### src/drive_defines.svh
`ifndef DRIVE_DEFINES_SVH
`define DRIVE_DEFINES_SVH

// ----------------------------------------------------------------
// Timing
// ----------------------------------------------------------------
`define MCLK_PERIOD_NS     4
`define RAMP_TICK_NS       1000000

// ----------------------------------------------------------------
// Object indices
// ----------------------------------------------------------------
`define OBJ_CONTROLWORD    16'h6040
`define OBJ_STATUSWORD     16'h6041
`define OBJ_TARGET_SPEED   16'h6042
`define OBJ_ACTUAL_SPEED   16'h6043
`define OBJ_ACCEL          16'h604f
`define OBJ_DECEL          16'h6050
`define OBJ_QUICK_STOP_OPT 16'h605a
`define OBJ_DISABLE_OP_OPT 16'h605c
`define OBJ_MODE           16'h6060
`define OBJ_QUICK_DECEL    16'h6085

// ----------------------------------------------------------------
// Reset values and codes
// ----------------------------------------------------------------
`define QS_OPT_RESET       16'h0002
`define DIS_OPT_RESET      16'h0001
`define ACCEL_RESET        16'h0001
`define DECEL_RESET        16'h0001
`define QDECEL_RESET       16'h0004
`define PROFILE_STANDARD   2'h1
`define OP_SOURCE_BUS      4'h3
`define FREQ_SOURCE_BUS    4'h6
`define MI_FUNC_QUICK_STOP 8'h35
`define MODE_VELOCITY      8'h02
`define VEL_HOLD           3'h5
`define VEL_RUN            3'h7
`define SPEED_DIVISOR      25'sh0000078

// ----------------------------------------------------------------
// Controlword bits
// ----------------------------------------------------------------
`define CW_SWITCH_ON       0
`define CW_ENABLE_VOLT     1
`define CW_QUICK_STOP      2
`define CW_ENABLE_OP       3
`define CW_MODE_LO         4
`define CW_MODE_HI         6
`define CW_FAULT_RESET     7
`define CW_HALT            8

// ----------------------------------------------------------------
// Statusword images
// ----------------------------------------------------------------
`define SW_NOT_READY       16'h0000
`define SW_SW_ON_DISABLED  16'h0040
`define SW_READY           16'h0021
`define SW_SWITCHED_ON     16'h0023
`define SW_OP_ENABLED      16'h0027
`define SW_QUICK_STOP      16'h0007
`define SW_FAULT_REACTION  16'h000f
`define SW_FAULT           16'h0008
`define SW_REACHED_BIT     10

// ----------------------------------------------------------------
// Master script values
// ----------------------------------------------------------------
`define CW_SHUTDOWN        16'h000e
`define CW_ENABLE          16'h000f
`define CW_RUN             16'h007f
`define SCRIPT_LEN         3'h5

`endif

### src/drive_pkg.sv
package drive_pkg;

  typedef enum logic [3:0]
  {
    ST_START         = 4'h0,
    ST_NOT_READY     = 4'h1,
    ST_SW_ON_DISABLE = 4'h2,
    ST_READY         = 4'h3,
    ST_SWITCHED_ON   = 4'h4,
    ST_OP_ENABLED    = 4'h5,
    ST_QUICK_STOP    = 4'h6,
    ST_FAULT_REACT   = 4'h7,
    ST_FAULT         = 4'h8
  } drive_state_t;

  typedef enum logic [1:0]
  {
    M_IDLE  = 2'h0,
    M_ISSUE = 2'h1,
    M_WAIT  = 2'h2
  } master_state_t;

endpackage

### src/od_link_if.sv
interface od_link_if;
  logic        req;
  logic        we;
  logic [15:0] index;
  logic [15:0] wdata;
  logic        ack;
  logic        err;
  logic [15:0] rdata;

  modport device
  (
    input  req,
    input  we,
    input  index,
    input  wdata,
    output ack,
    output err,
    output rdata
  );

  modport master
  (
    output req,
    output we,
    output index,
    output wdata,
    input  ack,
    input  err,
    input  rdata
  );
endinterface

### src/drive_device.sv
// Operation
// - Operation source must be 3 for bus
// - Frequency source must be 6 for bus
// - Profile 1 enables standard state machine
// - Decode bit-rate codes 0..5
// - Input function 53 requests quick stop
// - Power-disabled, power-enabled and fault blocks
// - Nine drive states
// - Wait after init for controlword commands
// - Switched on: PWM, reference ignored
// - Decode controlword bits
// - Master writes 0xE then 0xF
// - Quick stop return only for option 1..3
// - Quick stop option code behaviour
// - Disable operation option code behaviour
// - Disable option applies leaving power-enabled
// - Master writes mode 2 first
// - Signed rpm target, freq = rpm*poles/120
// - Ramps from acceleration and deceleration objects
// - Velocity bits 6..4: hold, run, stop
// - Actual speed readable in rpm
// - Quick stop request enters quick stop
`include "drive_defines.svh"

module drive_device #(
  parameter int RAMP_TICK = `RAMP_TICK_NS / `MCLK_PERIOD_NS
)(
  input  wire logic         mclk,
  input  wire logic         reset,
  od_link_if.device         od,
  input  wire logic [1:0]   profile_select,
  input  wire logic [3:0]   operation_source_select,
  input  wire logic [3:0]   frequency_source_select,
  input  wire logic [2:0]   bus_bitrate_select,
  input  wire logic [7:0]   motor_pole_count,
  input  wire logic [7:0]   multifunction_input_func,
  input  wire logic         multifunction_input,
  input  wire logic         init_done,
  input  wire logic         error_active,
  output logic              pwm_enable,
  output logic signed [15:0] output_freq_hz,
  output logic [10:0]       bitrate_kbps,
  output logic [3:0]        drive_state
);

  generate
    if (RAMP_TICK < 1)
    begin : g_check
      $error("RAMP_TICK must be at least one cycle");
    end
  endgenerate

  // ----------------------------------------------------------------
  // Helpers
  // ----------------------------------------------------------------
  function automatic logic [10:0] bitrate_of(input logic [2:0] code);
    case (code)
      3'h0:    bitrate_of = 11'h3e8;
      3'h1:    bitrate_of = 11'h1f4;
      3'h2:    bitrate_of = 11'h0fa;
      3'h3:    bitrate_of = 11'h07d;
      3'h4:    bitrate_of = 11'h064;
      3'h5:    bitrate_of = 11'h032;
      default: bitrate_of = 11'h000;
    endcase
  endfunction

  // Moves cur toward goal; up rate while magnitude grows, dn otherwise
  function automatic logic signed [15:0] ramp_step(input logic signed [15:0] cur,
                                                   input logic signed [15:0] goal,
                                                   input logic [15:0]        up,
                                                   input logic [15:0]        dn);
    logic signed [16:0] diff;
    logic signed [16:0] step;
    logic               grow;
    diff = 17'(goal) - 17'(cur);
    grow = (cur >= 0 && diff > 0) || (cur <= 0 && diff < 0);
    step = grow ? $signed({1'b0, up}) : $signed({1'b0, dn});
    if (diff <= step && diff >= -step)
      ramp_step = goal;
    else if (diff > 0)
      ramp_step = 16'(17'(cur) + step);
    else
      ramp_step = 16'(17'(cur) - step);
  endfunction

  function automatic logic [15:0] status_of(input drive_pkg::drive_state_t s);
    case (s)
      drive_pkg::ST_SW_ON_DISABLE: status_of = `SW_SW_ON_DISABLED;
      drive_pkg::ST_READY:         status_of = `SW_READY;
      drive_pkg::ST_SWITCHED_ON:   status_of = `SW_SWITCHED_ON;
      drive_pkg::ST_OP_ENABLED:    status_of = `SW_OP_ENABLED;
      drive_pkg::ST_QUICK_STOP:    status_of = `SW_QUICK_STOP;
      drive_pkg::ST_FAULT_REACT:   status_of = `SW_FAULT_REACTION;
      drive_pkg::ST_FAULT:         status_of = `SW_FAULT;
      default:                     status_of = `SW_NOT_READY;
    endcase
  endfunction

  // ----------------------------------------------------------------
  // Object registers
  // ----------------------------------------------------------------
  logic [15:0]               controlword;
  logic [7:0]                mode;
  logic signed [15:0]        target_rpm;
  logic [15:0]               accel;
  logic [15:0]               decel;
  logic [15:0]               quick_decel;
  logic signed [15:0]        quick_stop_option;
  logic signed [15:0]        disable_operation_option;
  logic signed [15:0]        actual_rpm;
  logic                      reached;
  drive_pkg::drive_state_t   state;
  drive_pkg::drive_state_t   next_state;

  always_ff @(posedge mclk)
  begin
    if (reset)
    begin
      controlword              <= 16'h0000;
      mode                     <= 8'h00;
      target_rpm               <= 16'sh0000;
      accel                    <= `ACCEL_RESET;
      decel                    <= `DECEL_RESET;
      quick_decel              <= `QDECEL_RESET;
      quick_stop_option        <= `QS_OPT_RESET;
      disable_operation_option <= `DIS_OPT_RESET;
    end
    else if (od.req && od.we)
    begin
      case (od.index)
        `OBJ_CONTROLWORD:    controlword <= od.wdata;
        `OBJ_MODE:           mode <= od.wdata[7:0];
        `OBJ_TARGET_SPEED:   target_rpm <= od.wdata;
        `OBJ_ACCEL:          accel <= od.wdata;
        `OBJ_DECEL:          decel <= od.wdata;
        `OBJ_QUICK_DECEL:    quick_decel <= od.wdata;
        `OBJ_QUICK_STOP_OPT: quick_stop_option <= od.wdata;
        `OBJ_DISABLE_OP_OPT: disable_operation_option <= od.wdata;
        default:             ;
      endcase
    end
  end

  // Read answer one cycle after the request; unknown index flags err
  always_ff @(posedge mclk)
  begin
    if (reset)
    begin
      od.ack   <= 1'b0;
      od.err   <= 1'b0;
      od.rdata <= 16'h0000;
    end
    else
    begin
      od.ack   <= od.req;
      od.err   <= 1'b0;
      od.rdata <= 16'h0000;
      if (od.req)
      begin
        case (od.index)
          `OBJ_CONTROLWORD:    od.rdata <= controlword;
          `OBJ_STATUSWORD:     od.rdata <= status_of(state) | (16'(reached) << `SW_REACHED_BIT);
          `OBJ_MODE:           od.rdata <= {8'h00, mode};
          `OBJ_TARGET_SPEED:   od.rdata <= target_rpm;
          `OBJ_ACTUAL_SPEED:   od.rdata <= actual_rpm;
          `OBJ_ACCEL:          od.rdata <= accel;
          `OBJ_DECEL:          od.rdata <= decel;
          `OBJ_QUICK_DECEL:    od.rdata <= quick_decel;
          `OBJ_QUICK_STOP_OPT: od.rdata <= quick_stop_option;
          `OBJ_DISABLE_OP_OPT: od.rdata <= disable_operation_option;
          default:             od.err <= 1'b1;
        endcase
      end
    end
  end

  // ----------------------------------------------------------------
  // Command decode
  // ----------------------------------------------------------------
  logic mi_meta;
  logic mi_sync;
  logic reset_prev;

  always_ff @(posedge mclk)
  begin
    if (reset)
    begin
      mi_meta    <= 1'b0;
      mi_sync    <= 1'b0;
      reset_prev <= 1'b0;
    end
    else
    begin
      mi_meta    <= multifunction_input;
      mi_sync    <= mi_meta;
      reset_prev <= controlword[`CW_FAULT_RESET];
    end
  end

  logic cmd_ok;
  logic shutdown;
  logic switch_on;
  logic enable_op;
  logic no_voltage;
  logic qs_request;
  logic fault_reset;
  logic qs_may_return;
  logic qs_ramp_only;

  assign cmd_ok      = (profile_select == `PROFILE_STANDARD)
                    && (operation_source_select == `OP_SOURCE_BUS);
  assign shutdown    = controlword[`CW_ENABLE_VOLT] && controlword[`CW_QUICK_STOP]
                    && !controlword[`CW_SWITCH_ON];
  assign switch_on   = controlword[`CW_ENABLE_VOLT] && controlword[`CW_QUICK_STOP]
                    && controlword[`CW_SWITCH_ON] && !controlword[`CW_ENABLE_OP];
  assign enable_op   = controlword[`CW_ENABLE_VOLT] && controlword[`CW_QUICK_STOP]
                    && controlword[`CW_SWITCH_ON] && controlword[`CW_ENABLE_OP];
  assign no_voltage  = !controlword[`CW_ENABLE_VOLT];
  assign qs_request  = (controlword[`CW_ENABLE_VOLT] && !controlword[`CW_QUICK_STOP])
                    || (mi_sync && multifunction_input_func == `MI_FUNC_QUICK_STOP);
  assign fault_reset = controlword[`CW_FAULT_RESET] && !reset_prev;
  assign qs_may_return = quick_stop_option >= 16'sh0001
                      && quick_stop_option <= 16'sh0003;
  assign qs_ramp_only  = quick_stop_option == 16'sh0001
                      || quick_stop_option == 16'sh0002;

  // ----------------------------------------------------------------
  // State machine
  // ----------------------------------------------------------------
  always_comb
  begin
    next_state = state;
    case (state)
      drive_pkg::ST_START:       next_state = drive_pkg::ST_NOT_READY;
      drive_pkg::ST_NOT_READY:
        if (init_done) next_state = drive_pkg::ST_SW_ON_DISABLE;
      drive_pkg::ST_SW_ON_DISABLE:
        if (cmd_ok && shutdown) next_state = drive_pkg::ST_READY;
      drive_pkg::ST_READY:
        if (cmd_ok && (no_voltage || qs_request)) next_state = drive_pkg::ST_SW_ON_DISABLE;
        else if (cmd_ok && switch_on) next_state = drive_pkg::ST_SWITCHED_ON;
        else if (cmd_ok && enable_op) next_state = drive_pkg::ST_OP_ENABLED;
      drive_pkg::ST_SWITCHED_ON:
        if (cmd_ok && (no_voltage || qs_request)) next_state = drive_pkg::ST_SW_ON_DISABLE;
        else if (cmd_ok && shutdown) next_state = drive_pkg::ST_READY;
        else if (cmd_ok && enable_op) next_state = drive_pkg::ST_OP_ENABLED;
      drive_pkg::ST_OP_ENABLED:
        if (cmd_ok && no_voltage) next_state = drive_pkg::ST_SW_ON_DISABLE;
        else if (cmd_ok && qs_request) next_state = drive_pkg::ST_QUICK_STOP;
        else if (cmd_ok && shutdown) next_state = drive_pkg::ST_READY;
        else if (cmd_ok && switch_on) next_state = drive_pkg::ST_SWITCHED_ON;
      drive_pkg::ST_QUICK_STOP:
        if (quick_stop_option == 16'sh0000 || (cmd_ok && no_voltage))
          next_state = drive_pkg::ST_SW_ON_DISABLE;
        else if (cmd_ok && enable_op && qs_may_return && !qs_request)
          next_state = drive_pkg::ST_OP_ENABLED;
        else if (qs_ramp_only && actual_rpm == 16'sh0000)
          next_state = drive_pkg::ST_SW_ON_DISABLE;
      drive_pkg::ST_FAULT_REACT:
        if (actual_rpm == 16'sh0000) next_state = drive_pkg::ST_FAULT;
      drive_pkg::ST_FAULT:
        if (fault_reset && !error_active) next_state = drive_pkg::ST_SW_ON_DISABLE;
      default:                   next_state = drive_pkg::ST_START;
    endcase
    // Fault reaction keeps its own exit once the speed is zero
    if (error_active && state != drive_pkg::ST_FAULT && state != drive_pkg::ST_START
        && state != drive_pkg::ST_FAULT_REACT)
      next_state = drive_pkg::ST_FAULT_REACT;
  end

  always_ff @(posedge mclk)
  begin
    if (reset)
      state <= drive_pkg::ST_START;
    else
      state <= next_state;
  end

  // ----------------------------------------------------------------
  // Power blocks and stopping
  // ----------------------------------------------------------------
  logic powered;
  logic next_powered;
  logic stopping;

  assign powered      = state == drive_pkg::ST_SWITCHED_ON || state == drive_pkg::ST_OP_ENABLED
                     || state == drive_pkg::ST_QUICK_STOP || state == drive_pkg::ST_FAULT_REACT;
  assign next_powered = next_state == drive_pkg::ST_SWITCHED_ON
                     || next_state == drive_pkg::ST_OP_ENABLED
                     || next_state == drive_pkg::ST_QUICK_STOP
                     || next_state == drive_pkg::ST_FAULT_REACT;
  assign pwm_enable   = powered || stopping;

  // Option 1 keeps PWM alive on the normal ramp; option 0 cuts at once
  always_ff @(posedge mclk)
  begin
    if (reset)
      stopping <= 1'b0;
    else if (powered && !next_powered && state != drive_pkg::ST_QUICK_STOP
             && disable_operation_option == 16'sh0001)
      stopping <= actual_rpm != 16'sh0000;
    else if (actual_rpm == 16'sh0000 || next_powered)
      stopping <= 1'b0;
  end

  // ----------------------------------------------------------------
  // Speed ramp
  // ----------------------------------------------------------------
  logic signed [15:0] goal;
  logic [15:0]        down_rate;
  logic [31:0]        tick_cnt;

  always_comb
  begin
    goal      = 16'sh0000;
    down_rate = decel;
    case (state)
      drive_pkg::ST_OP_ENABLED:
        if (!controlword[`CW_HALT] && mode == `MODE_VELOCITY
            && frequency_source_select == `FREQ_SOURCE_BUS)
        begin
          case (controlword[`CW_MODE_HI:`CW_MODE_LO])
            `VEL_HOLD: goal = actual_rpm;
            `VEL_RUN:  goal = target_rpm;
            default:   goal = 16'sh0000;
          endcase
        end
      drive_pkg::ST_QUICK_STOP:
        if (quick_stop_option != 16'sh0001 && quick_stop_option != 16'sh0005)
          down_rate = quick_decel;
      drive_pkg::ST_FAULT_REACT: down_rate = quick_decel;
      default:                   goal = 16'sh0000;
    endcase
  end

  always_ff @(posedge mclk)
  begin
    if (reset || tick_cnt == 32'(RAMP_TICK - 1))
      tick_cnt <= 32'h0000_0000;
    else
      tick_cnt <= tick_cnt + 32'h0000_0001;
  end

  always_ff @(posedge mclk)
  begin
    if (reset || !pwm_enable)
      actual_rpm <= 16'sh0000;
    else if (tick_cnt == 32'(RAMP_TICK - 1))
      actual_rpm <= ramp_step(actual_rpm, goal, accel, down_rate);
  end

  // ----------------------------------------------------------------
  // Outputs
  // ----------------------------------------------------------------
  always_ff @(posedge mclk)
  begin
    if (reset)
    begin
      reached        <= 1'b0;
      output_freq_hz <= 16'sh0000;
      bitrate_kbps   <= 11'h000;
      drive_state    <= 4'h0;
    end
    else
    begin
      // From next_state so bit 10 never pairs with a stale state image
      reached        <= next_state == drive_pkg::ST_OP_ENABLED
                        && actual_rpm == target_rpm;
      output_freq_hz <= 16'(($signed(25'(actual_rpm)) * $signed({17'h00000, motor_pole_count}))
                            / `SPEED_DIVISOR);
      bitrate_kbps   <= bitrate_of(bus_bitrate_select);
      drive_state    <= state;
    end
  end

endmodule

### src/flat_wrapper.sv
// flat-port wrapper written by rule: the top's interface ports become plain ports
module drive_device_flat 
#(
  parameter int RAMP_TICK = `RAMP_TICK_NS / `MCLK_PERIOD_NS
)
  (mclk, reset, profile_select, operation_source_select, frequency_source_select, bus_bitrate_select, motor_pole_count, multifunction_input_func, multifunction_input, init_done, error_active, pwm_enable, output_freq_hz, bitrate_kbps, drive_state, od_req, od_we, od_index, od_wdata, od_ack, od_err, od_rdata);
  od_link_if od_i ();
  input  wire logic mclk;
  input  wire logic reset;
  input  wire logic [1:0] profile_select;
  input  wire logic [3:0] operation_source_select;
  input  wire logic [3:0] frequency_source_select;
  input  wire logic [2:0] bus_bitrate_select;
  input  wire logic [7:0] motor_pole_count;
  input  wire logic [7:0] multifunction_input_func;
  input  wire logic multifunction_input;
  input  wire logic init_done;
  input  wire logic error_active;
  output logic pwm_enable;
  output logic signed [15:0] output_freq_hz;
  output logic [10:0] bitrate_kbps;
  output logic [3:0] drive_state;
  input wire logic [$bits(od_i.req)-1:0] od_req;
  input wire logic [$bits(od_i.we)-1:0] od_we;
  input wire logic [$bits(od_i.index)-1:0] od_index;
  input wire logic [$bits(od_i.wdata)-1:0] od_wdata;
  output wire logic [$bits(od_i.ack)-1:0] od_ack;
  output wire logic [$bits(od_i.err)-1:0] od_err;
  output wire logic [$bits(od_i.rdata)-1:0] od_rdata;
  assign od_i.req = od_req;
  assign od_i.we = od_we;
  assign od_i.index = od_index;
  assign od_i.wdata = od_wdata;
  assign od_ack = od_i.ack;
  assign od_err = od_i.err;
  assign od_rdata = od_i.rdata;
  drive_device #(.RAMP_TICK(RAMP_TICK)) u_core (.mclk(mclk), .reset(reset), .od(od_i), .profile_select(profile_select), .operation_source_select(operation_source_select), .frequency_source_select(frequency_source_select), .bus_bitrate_select(bus_bitrate_select), .motor_pole_count(motor_pole_count), .multifunction_input_func(multifunction_input_func), .multifunction_input(multifunction_input), .init_done(init_done), .error_active(error_active), .pwm_enable(pwm_enable), .output_freq_hz(output_freq_hz), .bitrate_kbps(bitrate_kbps), .drive_state(drive_state));
endmodule
### config.mk
export PLATFORM = sky130hd
export DESIGN_NAME = drive_device_flat
export DESIGN_NICKNAME = d
export VERILOG_FILES = /design/src/drive_pkg.sv /design/src/od_link_if.sv /design/src/drive_device.sv /design/src/flat_wrapper.sv
export VERILOG_INCLUDE_DIRS = /design/src /design/src/src
export SDC_FILE = /design/constraint.sdc
export NUM_CORES = 1
export LEC_CHECK = 0
export BUFFER_PORTS_ARGS = -buffer_cell sky130_fd_sc_hd__buf_2
export CORE_MARGIN = 8
export CORE_UTILIZATION = 55
export DETAILED_ROUTE_END_ITERATION = 7
export GPL_TIMING_DRIVEN = 0
export PLACE_DENSITY = 0.74
export SYNTH_ARGS = -nofsm -noshare
export SYNTH_HDL_FRONTEND = slang
export SYNTH_SLANG_ARGS = --single-unit
### constraint.sdc
create_clock -name mclk -period 13.5 [get_ports mclk]
set_input_delay 0.675 -clock mclk [delete_from_list [all_inputs] [get_ports mclk]]
set_output_delay 0.675 -clock mclk [all_outputs]
set_load 0.01 [all_outputs]
# Yosys cells after proc, flatten, opt, wreduce, memory -nomap -nowiden
# Cells that the tools add are included.
[totals]
reg_bits = 226
inputBits = 68
elab_cells = 194
[classes]
addsub = 5
n_mul = 1
div = 1
order_cmp = 8
n_eq_ne = 44
mux = 35
bitwise_logic = 2
reduce_logical = 76
[op_table]
columns = ["cell", "count"]
rows = [
  ["$eq 16x15->1 const B", 10],
  ["$pmux 16 s10", 1],
  ["$mux 16", 9],
  ["$mux 4", 17],
  ["$pmux 16 s2", 2],
  ["$pmux 10 s6", 1],
  ["$pmux 7 s7", 1],
  ["$eq 4x3->1 const B", 9],
  ["$pmux 4 s9", 1],
  ["$logic_and 1x1->1", 34],
  ["$add 32x1->32 const B", 1],
  ["$eq 16x2->1 const B", 2],
  ["$eq 32x18->1 const B", 1],
  ["$logic_not 16->1", 2],
  ["$div 25x8->25 const B", 1],
  ["$mul 16x9->25", 1],
  ["$ge 17x17->1", 1],
  ["$gt 17x1->1 const B", 1],
  ["$le 17x17->1", 1],
  ["$lt 17x1->1 const B", 1],
  ["$neg 17->17", 1],
  ["$sub 16x16->17", 1],
  ["$add 16x16->16", 1],
  ["$eq 16x16->1", 1],
  ["other kinds (32)", 71],
]

# Logic depth before layout (Yosys ltp)
[depth]
depth_word = 19
depth_mapped = 59
ltp_nobuf = 56

# Least setup slack after synthesis
# OpenSTA, ideal clock, no wires.
[synth_timing]
kind = "input port to flip-flop"
startpoint = "input motor_pole_count[0]"
endpoint = "register u_core.output_freq_hz[10]"
arrival_time_ps = 12756
slack_ps = 617
cell_stages = 49
n_path_buf = 4
cell_sequence = "clkbuf_1 > clkbuf_1 > nand2_1 > fa_1 > inv_1 > fa_1 > inv_1 > fa_1 > fa_1 > inv_1 > ha_1 > o211ai_1 > a21oi_2 > or3_1 > a221oi_2 > nand4b_1 > buf_2 > or2_4 > [... 13 more ...] > a21oi_1 > or3_4 > a2111oi_4 > a21o_1 > o211ai_2 > a2111oi_4 > nor3_2 > a32oi_4 > o21ai_1 > and2_0 > o311a_1 > clkbuf_1 > o31ai_1 > a32oi_1 > ha_1 > a41oi_1 > xor2_1 > nor2_1"
[synth_between]
elab_chain_cells = 2
[synth_lines]
columns = ["item", "line", "rtl"]
rows = [
  ["start, declared", "flat_wrapper.sv:14", "input wire logic [7:0] motor_pole_count;"],
  ["$mul 16x9->25", "drive_device.sv:370", "output_freq_hz <= 16'(($signed(25'(actual_rpm)) * $signed({17'h00000, motor_pole_count}))"],
  ["$div 25x8->25 (no source line)", "n/a", ""],
  ["end signal, assigned", "drive_device.sv:370", ""],
  ["end, declared", "drive_device.sv:41", "output logic signed [15:0] output_freq_hz,"],
]
# Every way passes these cells.
# A chain may end at the register's enable or synchronous reset.

# Worst setup path in the final report
[layout_timing]
startpoint = "input motor_pole_count[5]"
endpoint = "register u_core.output_freq_hz[14]"
# Same word-level chain as after synthesis.

==> results.ini <==
[logic_synthesis]
synth_fp_nets=3074
synth-seq-cells=225
synthCells=2785
async_reset_ff_share_pct=0
ys_seq_area_share_pct=21.0
ys.flop_type=dfxtp_1
ys.warnings.count=0
synth_edf_count=0
synth.distinct_cells=110
syn_area_um2=21400
synth.avg_cell_area_um2=7.69
synth_top_area_share_pct=21.0
synth_top_area_cell=dfxtp_1
synthTopCellsByArea=dfxtp_1 (21%), fa_1 (9.7%), nand2_1 (7.5%), ha_1 (6.8%), a21oi_1 (5.4%)

[timing]
fin_tns_setup_ns=0
hold_viol=0
max_freq_mhz=75.6
max_slew.worst_pin.slew_ns=1.24
max-slew-margin-rel_pct=16.9
fin_ws_ns=0.270
slew_viol_final=0
fin_skew_ns=0.0342
setup_violations=0
holdWs_ns=0.341
period_share_pct=98.0
min_period_ns=13.23

[drt]
vias=21802
drt-total-wl_um=70000
vias_per_cell=6.17
wl_per_cell_um=19.8
drtAntennaViolNets=0
drtIter0Drc=1928
firstDrtPassIters=6
post-route-drc-count=0

[worst_setup_path]
cp_common_cell=buf_4
cp-start-kind=input pin
criticalPathCategory=in -> reg
critPathMaxStageDelay_ns=0.65
critPathSlowestCell=o211ai_1
crit_path_max_fanout=10
arrival_ns=13.63
crit_path_end_kind=flip-flop
cp.required_ns=13.90

[final_layout]
final_area_um2=25400
drive_above_1_share_pct=16.7
fillers=3332
regArea_um2=4560
fin_nets=3281
fin_cells=3531
areaGrowthSynthToFinish_pct=18.7
post-route-util_pct=66.0
multiInputGateArea_um2=16700

[global_routing]
overflow=0
antenna_found_initial=1
track_usage_pct=28.7
grt_pass1_wl_um=107000
grt_start_max_net_pins=18
grt_pass1_vias=20911

[cts]
numCtsBuffers=26
cts_root_buf=clkbuf_16
htree_levels=1
clockBufferDepth=3
insertion_delay_ns=0.59
cts_tree=built
cts.sinks=225
path_clk_slew_ns=0.05
cts_hold_buf=0

[die]
die_h_um=213
rows=72
dieArea_um2=45500
core-area_um2=38600
ios=118
die_w_um=213
start_util_pct=55.6

[place]
portBuffers=105
hpwl_um=52900
placed_area_um2=22600
globalplace.congestion=0.995
placed_cells=3411
place_ws_ns=-1.78

[status]
status=finished clean

[power_and_ir_drop]
vdd_ir_drop_max_mv=0.121
p_total_mw=1.61
pwr_density_cell_nw_per_um2=63.2
cellLeakagePower_nw=10.1

[worst_hold_path]
min_path_type=in -> reg

[job]
cap_viol_max_count=0

==> placed cells by master (no fill, tap or decap), types with 26 or more instances in the layout <==
master and count:
nor2b_1 26, and3_1 29, o21ai_0 76, buf_2 110
mux2i_1 45, xor2_1 55, a211oi_1 33, xnor2_1 91
nand3_1 64, nand2_1 426, and2_1 88, inv_1 195
dfxtp_1 210, a21oi_1 222, nor3_1 46, nand4_1 26
clkbuf_16 26, nor2_1 192, a22oi_1 34, ha_1 113
fa_1 103, buf_4 93, clkbuf_1 91
==> metal layers <==
metal	global-route usage [%]	vias to the layer above	part of all wire (%)
li1	-	10197	-
met1	33.4	10360	38
met2	51.2	975	50
met3	3.92	270	6.6
met4	14.7	0	5.4
met5	0	-	0
==> worst max-delay path, delay by kind of cell <==
family / cells / cell delay [ns]
compound gates: 20 / 5.01
simple gates: 12 / 2.70
fa+ha+maj: 6 / 2.58
buf+inv: 15 / 2.22
xor+xnor: 2 / 0.42
==> flip-flops by register name (all words and copies together), names as in the netlist <==
name and cells:
u_core.stopping 1, u_core.drive_state 4, u_core.od.rdata 16, u_core.actual_rpm 16, u_core.mi_sync 1, u_core.output_freq_hz 16
u_core.mi_meta 1, u_core.quick_stop_option 16, u_core.state 4, u_core.tick_cnt 32, u_core.od.ack 1, u_core.reached 1
u_core.controlword 16, u_core.target_rpm 16, u_core.quick_decel 16, u_core.accel 16, u_core.mode 8, u_core.od.err 1
u_core.bitrate_kbps 10, u_core.decel 16, u_core.reset_prev 1, u_core.disable_operation_option 16
==> synthesized netlist by cell type, types with 33 or more instances <==
cell type,number
nor3_1,54
xor2_1,59
a211oi_1,38
nor2_1,197
mux2i_1,46
inv_1,195
and3_1,33
o21ai_0,87
and2_1,88
a21oi_1,233
nand2_1,429
clkbuf_1,117
nand3_1,70
xnor2_1,97
a22oi_1,34
dfxtp_1,225
fa_1,104
ha_1,117
==> cell families after synthesis <==
logic type,count (synthesis),share of synthesized area (%)
buffers and inverters,339,6.16
flip-flops,225,21.0
AND/OR/NAND/NOR,1087,24.7
multiplexers,54,2.73
other,1,0.0175
XOR/XNOR,157,6.45
adder cells (fa/ha/maj),221,16.5
AO/OA/AOI/OAI,701,22.4
==> worst paths after layout <==
check,endpoint,slack (ns),depth (start not counted),from
max,u_core.output_freq_hz[14],0.27,55,motor_pole_count[5]
min,u_core.mi_meta,0.34,2,multifunction_input
max reg2reg,u_core.output_freq_hz[14],0.29,52,u_core.actual_rpm[10]
min reg2reg,u_core.controlword[15],0.46,2,u_core.controlword[15]
==> layout make-up <==
type / count / share of cell area [%]
Antenna cell: 2 / 0.0197
Buffer: 130 / 2.48
Clock buffer: 36 / 2.82
Clock inverter: 11 / 0.738
Inverter: 195 / 2.88
Multi-Input combinational cell: 2221 / 65.7
Sequential cell: 225 / 17.9
Tap cell: 518 / 2.55
Timing Repair Buffer: 193 / 4.86
==> report_power, final <==
part / internal [mW] / leakage [nW] / total [mW] / switching, mW
combinational: 0.0683 / 7.82 / 0.182 / 0.114
sequential: 0.669 / 1.83 / 0.672 / 0.00306
clock: 0.451 / 0.443 / 0.753 / 0.303
total: 1.19 / 10.1 / 1.61 / 0.419
==> repair_timing <==
| action | CTS | global route |
|---|---|---|
| pin swaps | 16 | 90 |
| setup endpoints to repair | 16 | 16 |
| resized for setup | 100 | 214 |
| setup buffers | 15 | 70 |
| endpoints found under the hold margin | 0 | 0 |
No activity file was read; power rests on OpenSTA's default activity.
